==> src/verilog/fra_pkg.sv <==
// Purpose: Shared constants and types for the file register ALU block.
// Assumes: 14-bit instruction words, 8-bit data, 128 file registers.
// Notes: Operation summary below.
package fra_pkg;
  // ==========================================================
  // Widths and timing
  // ==========================================================
  localparam int DATA_W = 8;
  localparam int FADDR_W = 7;
  localparam int INSTR_W = 14;
  localparam int SW_ADDR_W = 8;
  localparam int CYC_CLKS = 4;
  // ==========================================================
  // Instruction encodings, upper bits of the word
  // ==========================================================
  localparam logic [5:0] OPC_DEC_SKIP = 6'h0B;
  localparam logic [5:0] OPC_INC_SKIP = 6'h0F;
  localparam logic [5:0] OPC_OR_FREG = 6'h04;
  localparam logic [5:0] OPC_OR_LIT = 6'h38;
  localparam logic [3:0] OPC_LOAD_LIT = 4'hC;
  localparam logic [6:0] OPC_STORE_ACC = 7'h01;
  localparam int DEST_BIT = 7;
  // ==========================================================
  // Software port map
  // ==========================================================
  localparam logic [7:0] SW_ACC_OFS = 8'h80;
  localparam logic [7:0] SW_STAT_OFS = 8'h81;
  localparam int STAT_ZERO_BIT = 0;
  localparam int STAT_SKIP_BIT = 1;
  localparam logic [7:0] ACC_RST = 8'h00;
  localparam logic [7:0] FREG_RST = 8'h00;
  typedef enum logic [2:0] {
    FRA_OP_NONE = 3'h0,
    FRA_OP_DEC_SKIP = 3'h1,
    FRA_OP_INC_SKIP = 3'h2,
    FRA_OP_OR_LIT = 3'h3,
    FRA_OP_OR_FREG = 3'h4,
    FRA_OP_LOAD_LIT = 3'h5,
    FRA_OP_STORE_ACC = 3'h6
  } fra_op_t;
endpackage : fra_pkg
==> src/verilog/fra_alu_if.sv <==
// Purpose: Carries operands and result between the executor and its ALU.
// Assumes: Purely combinational path, one clock domain.
// Notes: None.
`timescale 1ns/1ps
interface fra_alu_if;
  import fra_pkg::*;
  fra_op_t op;
  logic [7:0] acc;
  logic [7:0] fval;
  logic [7:0] lit;
  logic [7:0] result;
  logic zero;
  modport exec (output op, output acc, output fval, output lit, input result, input zero);
  modport alu (input op, input acc, input fval, input lit, output result, output zero);
endinterface : fra_alu_if

==> src/verilog/fra_alu.sv <==
// Purpose: Result arithmetic for the six executed instructions.
// Assumes: Operands are stable within the cycle.
// Notes: Purely combinational.
`timescale 1ns/1ps
module fra_alu
  import fra_pkg::*;
(
  fra_alu_if.alu bus // Operands in, result out.
);
  logic [7:0] dec_val;
  logic [7:0] inc_val;
  logic [7:0] or_lit_val;
  logic [7:0] or_freg_val;
  assign dec_val = bus.fval - 8'h01;
  assign inc_val = bus.fval + 8'h01;
  assign or_lit_val = bus.acc | bus.lit;
  assign or_freg_val = bus.acc | bus.fval;
  assign bus.result = (bus.op == FRA_OP_DEC_SKIP) ? dec_val :
                      (bus.op == FRA_OP_INC_SKIP) ? inc_val :
                      (bus.op == FRA_OP_OR_LIT) ? or_lit_val :
                      (bus.op == FRA_OP_OR_FREG) ? or_freg_val :
                      (bus.op == FRA_OP_LOAD_LIT) ? bus.lit :
                      (bus.op == FRA_OP_STORE_ACC) ? bus.acc : 8'h00;
  assign bus.zero = (bus.result == 8'h00);
endmodule : fra_alu

==> src/verilog/fra_exec.sv <==
// Purpose: Executes six accumulator and file register instructions.
// Assumes: Decode stage offers words on instr_valid, taken when instr_ready.
// Notes: File registers live here; software reaches them over a plain port.
//
// The implementer's own choices: the register offsets and the address-and-strobe port.
`timescale 1ns/1ps
module fra_exec
  import fra_pkg::*;
#(
  parameter int CYC_LEN = CYC_CLKS
) (
  input wire logic clk_sys, // System clock, 100 MHz.
  input wire logic rstn, // Asynchronous reset, active low.
  input wire logic instr_valid, // Decode stage offers a word.
  input wire logic [INSTR_W-1:0] instr_word, // Instruction word.
  output logic instr_ready, // Word taken this cycle when valid.
  output logic skip_pulse, // One cycle: a word was squashed to a no-operation.
  output logic [7:0] acc_out, // Accumulator.
  output logic zero_flag, // Zero flag.
  input wire logic [SW_ADDR_W-1:0] sw_addr, // Software address.
  input wire logic [7:0] sw_wdata, // Software write data.
  input wire logic sw_wr, // Software write strobe.
  input wire logic sw_rd, // Software read strobe.
  output logic [7:0] sw_rdata // Read data, one cycle after the strobe.
);
  // ==========================================================
  // Instruction cycle divider
  // ==========================================================
  logic [$clog2(CYC_LEN+1)-1:0] cyc_cnt_q;
  logic cyc_en;
  assign cyc_en = (cyc_cnt_q == ($clog2(CYC_LEN+1))'(CYC_LEN - 1));
  always_ff @(posedge clk_sys or negedge rstn) begin
    if (!rstn) begin
      cyc_cnt_q <= '0;
    end else if (cyc_en) begin
      cyc_cnt_q <= '0;
    end else begin
      cyc_cnt_q <= cyc_cnt_q + 1'b1;
    end
  end
  // Ready is the divider's enable itself, so a word is taken in the cycle the decode
  // stage sees ready; registering it would cost a clock on every instruction.
  assign instr_ready = cyc_en;

  // ==========================================================
  // Decode
  // ==========================================================
  logic take;
  logic skip_q;
  logic exec_en;
  fra_op_t op;
  logic dest_freg;
  logic [FADDR_W-1:0] faddr;
  assign take = instr_valid & cyc_en;
  assign exec_en = take & ~skip_q;
  assign faddr = instr_word[FADDR_W-1:0];
  assign dest_freg = instr_word[DEST_BIT];
  logic hit_dec;
  logic hit_inc;
  logic hit_orf;
  logic hit_orl;
  logic hit_ldl;
  logic hit_sto;
  assign hit_dec = (instr_word[13:8] == OPC_DEC_SKIP);
  assign hit_inc = (instr_word[13:8] == OPC_INC_SKIP);
  assign hit_orf = (instr_word[13:8] == OPC_OR_FREG);
  assign hit_orl = (instr_word[13:8] == OPC_OR_LIT);
  assign hit_ldl = (instr_word[13:10] == OPC_LOAD_LIT);
  assign hit_sto = (instr_word[13:7] == OPC_STORE_ACC);
  // Any other word decodes to a no-operation, so an unknown word changes nothing.
  assign op = hit_dec ? FRA_OP_DEC_SKIP :
              hit_inc ? FRA_OP_INC_SKIP :
              hit_orf ? FRA_OP_OR_FREG :
              hit_orl ? FRA_OP_OR_LIT :
              hit_ldl ? FRA_OP_LOAD_LIT :
              hit_sto ? FRA_OP_STORE_ACC : FRA_OP_NONE;

  // ==========================================================
  // File registers and ALU
  // ==========================================================
  logic [7:0] freg_q [2**FADDR_W];
  logic [7:0] acc_q;
  logic zero_q;
  fra_alu_if alu_bus ();
  fra_alu u_alu (
    .bus(alu_bus)
  );
  assign alu_bus.op = op;
  assign alu_bus.acc = acc_q;
  assign alu_bus.fval = freg_q[faddr];
  assign alu_bus.lit = instr_word[7:0];

  logic op_dec;
  logic op_inc;
  logic op_orf;
  logic op_orl;
  logic op_ldl;
  logic op_sto;
  logic has_dest;
  logic wr_acc;
  logic wr_freg;
  logic upd_zero;
  logic is_skip_op;
  assign op_dec = (op == FRA_OP_DEC_SKIP);
  assign op_inc = (op == FRA_OP_INC_SKIP);
  assign op_orf = (op == FRA_OP_OR_FREG);
  assign op_orl = (op == FRA_OP_OR_LIT);
  assign op_ldl = (op == FRA_OP_LOAD_LIT);
  assign op_sto = (op == FRA_OP_STORE_ACC);
  assign has_dest = op_dec | op_inc | op_orf;
  assign wr_acc = exec_en & ((has_dest & ~dest_freg) | op_orl | op_ldl);
  assign wr_freg = exec_en & ((has_dest & dest_freg) | op_sto);
  assign upd_zero = exec_en & (op_orl | op_orf);
  assign is_skip_op = op_dec | op_inc;

  // ==========================================================
  // Software port decode
  // ==========================================================
  logic sw_freg_sel;
  logic sw_acc_wr;
  logic [7:0] sw_rd_mux;
  assign sw_freg_sel = ~sw_addr[SW_ADDR_W-1];
  assign sw_acc_wr = sw_wr & (sw_addr == SW_ACC_OFS);
  assign sw_rd_mux = sw_freg_sel ? freg_q[sw_addr[FADDR_W-1:0]] :
                     (sw_addr == SW_ACC_OFS) ? acc_q :
                     (sw_addr == SW_STAT_OFS) ? {6'h00, skip_q, zero_q} : 8'h00;
  // What the accumulator holds next when no instruction writes it.
  logic [7:0] acc_keep;
  logic sw_same_freg;
  assign acc_keep = sw_acc_wr ? sw_wdata : acc_q;
  assign sw_same_freg = sw_wr & sw_freg_sel & (sw_addr[FADDR_W-1:0] == faddr);

  // ==========================================================
  // State
  // ==========================================================
  generate
    for (genvar i = 0; i < 2**FADDR_W; i++) begin : g_freg
      logic core_hit;
      logic sw_hit;
      assign core_hit = wr_freg & (faddr == FADDR_W'(i));
      assign sw_hit = sw_wr & sw_freg_sel & (sw_addr[FADDR_W-1:0] == FADDR_W'(i));
      // The core write wins a collision with software.
      always_ff @(posedge clk_sys or negedge rstn) begin
        if (!rstn) begin
          freg_q[i] <= FREG_RST;
        end else if (core_hit) begin
          freg_q[i] <= alu_bus.result;
        end else if (sw_hit) begin
          freg_q[i] <= sw_wdata;
        end
      end
    end
  endgenerate

  always_ff @(posedge clk_sys or negedge rstn) begin
    if (!rstn) begin
      acc_q <= ACC_RST;
    end else if (wr_acc) begin
      acc_q <= alu_bus.result;
    end else if (sw_acc_wr) begin
      acc_q <= sw_wdata;
    end
  end

  always_ff @(posedge clk_sys or negedge rstn) begin
    if (!rstn) begin
      zero_q <= 1'b0;
    end else if (upd_zero) begin
      zero_q <= alu_bus.zero;
    end
  end

  always_ff @(posedge clk_sys or negedge rstn) begin
    if (!rstn) begin
      skip_q <= 1'b0;
    end else if (take) begin
      skip_q <= exec_en & is_skip_op & alu_bus.zero;
    end
  end

  logic skip_pulse_q;
  logic [7:0] sw_rdata_q;
  always_ff @(posedge clk_sys or negedge rstn) begin
    if (!rstn) begin
      skip_pulse_q <= 1'b0;
      sw_rdata_q <= 8'h00;
    end else begin
      skip_pulse_q <= take & skip_q;
      sw_rdata_q <= sw_rd ? sw_rd_mux : 8'h00;
    end
  end

  assign skip_pulse = skip_pulse_q;
  assign acc_out = acc_q;
  assign zero_flag = zero_q;
  assign sw_rdata = sw_rdata_q;

  // ==========================================================
  // Checking helpers
  // ==========================================================
  // Clocks since the last enable, counted apart from the divider so that the
  // spacing check does not merely restate the divider's own compare.
  localparam logic [7:0] GAP_EXP = 8'(CYC_LEN - 1);
  logic [7:0] gap_q;
  logic gap_seen_q;
  always_ff @(posedge clk_sys or negedge rstn) begin
    if (!rstn) begin
      gap_q <= 8'h00;
      gap_seen_q <= 1'b0;
    end else if (instr_ready) begin
      gap_q <= 8'h00;
      gap_seen_q <= 1'b1;
    end else if (gap_q != 8'hFF) begin
      gap_q <= gap_q + 8'h01;
    end
  end

  // ==========================================================
  // Assertions
  // ==========================================================
  // Checks that the accumulator holds compare against acc_keep, so a software write that lands
  // beside a core instruction is not taken for a fault.
  AST_DEC_VALUE: assert property (@(posedge clk_sys) disable iff (!rstn)
    exec_en && op == FRA_OP_DEC_SKIP && !dest_freg |=> acc_q == $past(freg_q[faddr]) - 8'h01)
    else $error("Decrement result wrong in accumulator.");
  AST_DEST_FREG: assert property (@(posedge clk_sys) disable iff (!rstn)
    exec_en && has_dest && dest_freg |=> acc_q == $past(acc_keep))
    else $error("Accumulator changed for file destination.");
  AST_DEC_SKIP: assert property (@(posedge clk_sys) disable iff (!rstn)
    exec_en && op == FRA_OP_DEC_SKIP && freg_q[faddr] == 8'h01 |=> skip_q)
    else $error("Zero decrement did not arm skip.");
  AST_INC_NOFLAG: assert property (@(posedge clk_sys) disable iff (!rstn)
    exec_en && op == FRA_OP_INC_SKIP |=> $stable(zero_q))
    else $error("Increment altered zero flag.");
  AST_SKIP_SQUASH: assert property (@(posedge clk_sys) disable iff (!rstn)
    take && skip_q |=> skip_pulse && !skip_q && acc_q == $past(acc_keep))
    else $error("Skipped word was not squashed.");
  AST_OR_LIT: assert property (@(posedge clk_sys) disable iff (!rstn)
    exec_en && op == FRA_OP_OR_LIT |=> acc_q == ($past(acc_q) | $past(instr_word[7:0])))
    else $error("OR literal result wrong.");
  AST_OR_FREG_Z: assert property (@(posedge clk_sys) disable iff (!rstn)
    exec_en && op == FRA_OP_OR_FREG && (acc_q | freg_q[faddr]) == 8'h00 |=> zero_q)
    else $error("OR register did not set zero flag.");
  AST_LOAD_LIT: assert property (@(posedge clk_sys) disable iff (!rstn)
    exec_en && op == FRA_OP_LOAD_LIT |=> acc_q == $past(instr_word[7:0]) && $stable(zero_q))
    else $error("Load literal wrong.");
  AST_STORE: assert property (@(posedge clk_sys) disable iff (!rstn)
    exec_en && op == FRA_OP_STORE_ACC |=> freg_q[$past(faddr)] == $past(acc_q))
    else $error("Store accumulator wrong.");
  AST_ZERO_CLR: assert property (@(posedge clk_sys) disable iff (!rstn)
    upd_zero && !alu_bus.zero |=> !zero_q)
    else $error("Zero flag not cleared.");
  AST_CYC_SPACING: assert property (@(posedge clk_sys) disable iff (!rstn)
    instr_ready && gap_seen_q |-> gap_q == GAP_EXP)
    else $error("Instruction cycle enable spacing wrong.");
  AST_DEC_FREG: assert property (@(posedge clk_sys) disable iff (!rstn)
    exec_en && op_dec && dest_freg |=> freg_q[$past(faddr)] == $past(freg_q[faddr]) - 8'h01)
    else $error("Decrement result wrong in file register.");
  AST_DEC_NOFLAG: assert property (@(posedge clk_sys) disable iff (!rstn)
    exec_en && op_dec |=> $stable(zero_q))
    else $error("Decrement altered zero flag.");
  AST_DEST_ACC: assert property (@(posedge clk_sys) disable iff (!rstn)
    exec_en && has_dest && !dest_freg && !sw_same_freg |=> freg_q[$past(faddr)] == $past(freg_q[faddr]))
    else $error("File register changed for accumulator destination.");
  AST_DEC_NOSKIP: assert property (@(posedge clk_sys) disable iff (!rstn)
    exec_en && op_dec && freg_q[faddr] != 8'h01 |=> !skip_q)
    else $error("Nonzero decrement armed skip.");
  AST_INC_VALUE: assert property (@(posedge clk_sys) disable iff (!rstn)
    exec_en && op_inc && !dest_freg |=> acc_q == $past(freg_q[faddr]) + 8'h01)
    else $error("Increment result wrong in accumulator.");
  AST_INC_FREG: assert property (@(posedge clk_sys) disable iff (!rstn)
    exec_en && op_inc && dest_freg |=> freg_q[$past(faddr)] == $past(freg_q[faddr]) + 8'h01)
    else $error("Increment result wrong in file register.");
  AST_INC_SKIP: assert property (@(posedge clk_sys) disable iff (!rstn)
    exec_en && op_inc && freg_q[faddr] == 8'hFF |=> skip_q)
    else $error("Zero increment did not arm skip.");
  AST_SQUASH_QUIET: assert property (@(posedge clk_sys) disable iff (!rstn)
    take && skip_q && !sw_same_freg |=> $stable(zero_q) && freg_q[$past(faddr)] == $past(freg_q[faddr]))
    else $error("Squashed word changed state.");
  AST_OR_LIT_Z: assert property (@(posedge clk_sys) disable iff (!rstn)
    exec_en && op_orl && (acc_q | instr_word[7:0]) == 8'h00 |=> zero_q)
    else $error("OR literal did not set zero flag.");
  AST_OR_FREG_VAL: assert property (@(posedge clk_sys) disable iff (!rstn)
    exec_en && op_orf && dest_freg |=> freg_q[$past(faddr)] == ($past(acc_q) | $past(freg_q[faddr])))
    else $error("OR register result wrong in file register.");
  AST_STORE_KEEP: assert property (@(posedge clk_sys) disable iff (!rstn)
    exec_en && op_sto |=> $stable(zero_q) && acc_q == $past(acc_keep))
    else $error("Store accumulator altered accumulator or flag.");
  AST_ORF_NONZERO: assert property (@(posedge clk_sys) disable iff (!rstn)
    exec_en && op_orf && (acc_q | freg_q[faddr]) != 8'h00 |=> !zero_q)
    else $error("OR register left zero flag set.");
  AST_ORL_NONZERO: assert property (@(posedge clk_sys) disable iff (!rstn)
    exec_en && op_orl && (acc_q | instr_word[7:0]) != 8'h00 |=> !zero_q)
    else $error("OR literal left zero flag set.");
  COV_SKIP: cover property (@(posedge clk_sys) disable iff (!rstn) take && skip_q);
  COV_OR_ZERO: cover property (@(posedge clk_sys) disable iff (!rstn) upd_zero && alu_bus.zero);
  COV_STORE: cover property (@(posedge clk_sys) disable iff (!rstn) exec_en && op == FRA_OP_STORE_ACC);
  COV_INC_SKIP: cover property (@(posedge clk_sys) disable iff (!rstn) exec_en && op_inc && freg_q[faddr] == 8'hFF);
  COV_DEC_NOSKIP: cover property (@(posedge clk_sys) disable iff (!rstn) exec_en && op_dec && freg_q[faddr] != 8'h01);
endmodule : fra_exec

==> config.mk <==
export PLATFORM = sky130hd
export DESIGN_NAME = fra_exec
export DESIGN_NICKNAME = d
export VERILOG_FILES = /design/src/verilog/fra_pkg.sv /design/src/verilog/fra_alu_if.sv /design/src/verilog/fra_alu.sv /design/src/verilog/fra_exec.sv
export SDC_FILE = /design/constraint.sdc
export NUM_CORES = 2
export LEC_CHECK = 0
export ABC_CLOCK_PERIOD_IN_PS = 3600
export BUFFER_PORTS_ARGS = -buffer_cell sky130_fd_sc_hd__buf_4
export CORE_MARGIN = 2
export CORE_UTILIZATION = 30
export CTS_BUF_LIST = sky130_fd_sc_hd__clkbuf_8
export DETAILED_ROUTE_END_ITERATION = 12
export PLACE_DENSITY = 0.44
export REMOVE_ABC_BUFFERS = 1
export SLEW_MARGIN = 20
export SYNTH_ARGS = -nofsm -noshare
export SYNTH_HDL_FRONTEND = slang
export SYNTH_HIERARCHICAL = 1
export SYNTH_SLANG_ARGS = --single-unit
==> constraint.sdc <==
create_clock -name clk_sys -period 3.6 [get_ports clk_sys]
set_clock_uncertainty 0.1 [all_clocks]
set_input_delay 0.18 -clock clk_sys [delete_from_list [all_inputs] [get_ports clk_sys]]
set_output_delay 0.18 -clock clk_sys [all_outputs]
set_load 0.02 [all_outputs]
==> flow_summary.toml <==
[worst_setup_path]
end_kind = "register"
crit_family = "multiplexers"
cp_data_arrival_time_ns = 5.34
rrSetupSlack_ns = -0.97
timing.reg2reg.worst_path_depth = 16
worst_path_max_delay_cell = "sky130_fd_sc_hd__mux4_2"
slowest_delay_ns = 0.62
ordered_list_of_cells_on_the_worst_path = "mux4_2 > mux4_2 > o22ai_4 > buf_6 > nor4_2 > a311o_1 > buf_4 > or4_4 > nor2_4 > nand2_2 > xor2_2 > a2bb2oi_4 > buf_12 > clkbuf_16 > nor2_1 > a21oi_1"
r2r-start = "freg_q[745]"
worstSetupStartpointType = "register"
crit_fanout = 12
critPathMostFrequentCell = "sky130_fd_sc_hd__mux4_2"
crit_type = "reg -> reg"
cp_buf_inv_count = 4
worst_r2r_endpoint = "freg_q[287]"
cp_data_required_time_ns = 4.37

[status]
run_status = "complete, but fails checks"
violations = "hold timing, setup timing"

[synthesis]
ys.warnings.count = 6
yosysSeqAreaShare_pct = 39.4
postSynth.topFlopCell = "sky130_fd_sc_hd__dfrtp_1"
synth-async-reset-ratio_pct = 100
yosys-top-cells-area = "sky130_fd_sc_hd__dfrtp_1 (39%), sky130_fd_sc_hd__mux4_2 (19%), sky130_fd_sc_hd__mux2i_1 (17%), sky130_fd_sc_hd__a21oi_1 (8.0%), sky130_fd_sc_hd__nor2_1 (6.2%)"
mean_area_per_synthesized_cell_sq_um = 10.8
post_synth_edffs = 0
mappedNetlistArea_sq_um = 66400
synth_cell_type_count = 84
ys_seq_elements = 1046
synth_top_area_share_pct = 39.4
synth_largest_area_cell = "sky130_fd_sc_hd__dfrtp_1"
syn_inst = 6170

[die]
design.portCount = 54
core_area_sq_um = 220000
initial_core_utilization_pct = 30.2
chipHeight_um = 475
design.die.area_sq_um = 225000
die-width_um = 475
std_cell_rows = 172

[sta]
unrepaired_setup_endpoints_after_global_routing = "yes"
setup_viol = 1027
tightestPinTransition_ns = 1.26
finalHoldWorstSlack_ns = -0.0372
worst_slack_ns = -0.970
finalCritPeriodShare_pct = 127
final-hold-violation-count = 8
min_tclk_post_route_ns = 4.57
final_max_slew_viol_count = 0
slew-limit-headroom_pct = 15.4
max_clock_freq_mhz = 219

[grt]
grt_util_all_layers_pct = 27.7
largest_net_degree_at_the_start_of_global_routing = 107
antenna_found_initial = 14
gr_overflow_total = 0
first_pass_grt_wire_length_um = 447000
first_global_vias = 56900

[worst_hold_path]
timing.hold.worst_endpoint = "acc_out[4]"
hp-class = "in -> reg"
min_delay_path_depth = 6
min-delay-start = "instr_word[10]"

[final_layout]
finalNetCount = 7316
post-route-util_pct = 39.5
flow.area_growth_from_synthesis_pct = 30.8
fraction_of_layout_instances_using_a_drive_strength_above_1_pct = 34.9

[power]
ir_drop_mv = 0.374
power.density_cell_area_nw_per_um2 = 361
p_leak_uw = 0.0434
total_power_uw = 31300

[detailed_routing]
drt.antenna.violating_nets = 0
drt_drc_violations_left = 0
drt_pass1_iterations = 6
drt_first_iter_violations = 5785
totalWireLength_um = 325000
vias_per_cell = 5.61
drt-wirelength-per-cell_um = 31.3
route.vias.total = 58400

[clock_network]
tritoncts_num_sinks = 1046
cts_tree = "yes"
worst_skew_pair.late_latency_ns = 1.01
max-clock-path-buffers = 3
tritoncts.num_buffers = 198
h_tree_depth = 4
clk_root_buffer_cell = "sky130_fd_sc_hd__clkbuf_8"
cts.reportedPaths.clkPinSlew_ns = 0.06

[job]
cap_viol_max_count = 0

[place]
place.detailed.hpwl_um = 215000
gp_congestion = 0.986
buffers_on_ports = 53
## worst max-delay path by stage
stage	from	to	slack [ns]	cells after the start
after floorplan	freg_q[1]	zero_flag	-7.49	14
after global placement	instr_word[0]	freg_q[717]	-1.44	19
after detailed placement	instr_word[0]	freg_q[269]	-1.42	19
after CTS	freg_q[737]	zero_flag	-0.86	15
after global routing	freg_q[737]	freg_q[287]	-1.01	16
final	freg_q[745]	freg_q[287]	-0.97	16
## layer usage
metal  wire length (um)  global-route usage [%]
met4              17800                    12.2
met1             134000                    37.0
met3              24800                    5.39
met2             148000                    43.6
met5                 62                       0
## kinds of logic after synthesis
logic type               count (synthesis)  share of synthesized area, %
flip-flops                            1046                          39.4
XOR/XNOR                                 2                        0.0264
multiplexers                          1719                          36.7
adder cells (fa/ha/maj)                  4                        0.0716
AND/OR/NAND/NOR                       1593                          9.98
buffers and inverters                  576                          3.93
AO/OA/AOI/OAI                         1230                          9.89
## cell type report
class,instances,area [sq um]
flip-flops and latches,1046,26200
clock buffers,239,3290
clock inverters,120,571
inverters,11,43.8
multi-input cells,4548,39000
repair buffers,1473,14100
well taps,2958,3700
fillers,21500,133000
diodes,6,15.0
## report_power, final
part           switching, uW  internal (uW)  total [uW]
logic                   3680           2970        6650
registers                446          12400       12800
clock network           5840           6050       11900
total                   9960          21400       31300
## state kept, by name, summed over array words and instances, names as in the netlist
register,cells
sw_rdata,8
zero_flag,1
skip_q,1
cyc_cnt_q,3
skip_pulse,1
freg_q,1024
acc_out,8
## cell usage after synthesis, types with 11 or more instances
cell and instances:
sky130_fd_sc_hd__nor2b_1 22, sky130_fd_sc_hd__buf_1 14, sky130_fd_sc_hd__a21oi_1 1065, sky130_fd_sc_hd__mux4_2 573
sky130_fd_sc_hd__a22oi_1 32, sky130_fd_sc_hd__buf_6 26, sky130_fd_sc_hd__nand3_1 24, sky130_fd_sc_hd__o21ai_0 26
sky130_fd_sc_hd__o22ai_1 11, sky130_fd_sc_hd__dfrtp_1 1046, sky130_fd_sc_hd__nor2_2 32, sky130_fd_sc_hd__nor2_1 1102
sky130_fd_sc_hd__nor2_4 16, sky130_fd_sc_hd__o211ai_1 11, sky130_fd_sc_hd__nand2b_1 15, sky130_fd_sc_hd__clkbuf_1 403
sky130_fd_sc_hd__buf_2 83, sky130_fd_sc_hd__nor3_1 16, sky130_fd_sc_hd__a221oi_1 14, sky130_fd_sc_hd__nand2_1 288
sky130_fd_sc_hd__buf_4 37, sky130_fd_sc_hd__mux2i_1 1143
## metrics by stage
step / setup slack (ns) / instances / area, sq um / setup TNS (ns)
6_report: -0.970 / 10400 / 86900 / -642.11
2_1_floorplan: -7.49 / 5605 / 63900 / -3651.37
3_5_place_dp: -1.42 / 9909 / 79300 / -1053.57
5_1_grt: -1.01 / 10400 / 86900 / -715.42
4_1_cts: -0.859 / 10300 / 84700 / -615.85
3_3_place_gp: -1.44 / 9909 / 79300 / -1075.37
## timing repair
item	CTS	global route
endpoints found under the hold margin	1999	0
hold buffers	33	0
pin swaps	12	89
gates cloned	26	31
endpoints found under the setup margin	977	1023
setup buffers	21	28
resized for setup	69	344
## worst reg2reg max path, stage by stage, from the launching register on
cell and delay [ns]:
sky130_fd_sc_hd__dfrtp_1 0.39, sky130_fd_sc_hd__mux4_2 0.49, sky130_fd_sc_hd__mux4_2 0.62, sky130_fd_sc_hd__o22ai_4 0.23, sky130_fd_sc_hd__buf_6 0.15, sky130_fd_sc_hd__nor4_2 0.04
sky130_fd_sc_hd__a311o_1 0.39, sky130_fd_sc_hd__buf_4 0.17, sky130_fd_sc_hd__or4_4 0.42, sky130_fd_sc_hd__nor2_4 0.15, sky130_fd_sc_hd__nand2_2 0.08, sky130_fd_sc_hd__xor2_2 0.16
sky130_fd_sc_hd__a2bb2oi_4 0.32, sky130_fd_sc_hd__buf_12 0.28, sky130_fd_sc_hd__clkbuf_16 0.24, sky130_fd_sc_hd__nor2_1 0.06, sky130_fd_sc_hd__a21oi_1 0.15
## cells in the final DEF, fill, tap and decap left out, drive strengths merged, types with 4 or more instances in the layout
cell / netlist / final
nand2b: 15 / 15
nand2: 290 / 290
a22oi: 32 / 32
mux2i: 1143 / 1143
clkinv: 1 / 13
a31oi: 6 / 6
inv: 10 / 112
a221oi: 15 / 15
nor3: 21 / 21
buf: 161 / 1413
o211ai: 11 / 11
nand3: 25 / 25
nor4: 7 / 7
clkbuf: 404 / 267
o22ai: 11 / 11
or3: 7 / 7
nor2: 1150 / 1150
dlygate4sd3: 0 / 32
or2: 5 / 5
a211oi: 9 / 9
nor3b: 6 / 6
nand3b: 6 / 6
and3: 7 / 7
mux4: 573 / 573
clkinvlp: 0 / 5
diode: 0 / 6
a32o: 4 / 4
a21oi: 1065 / 1065
a211o: 4 / 4
dfrtp: 1046 / 1046
nor2b: 22 / 22
o21ai: 28 / 28
nand4: 8 / 8
and2: 10 / 10
Note: power is estimated with default switching activity, not from simulation.
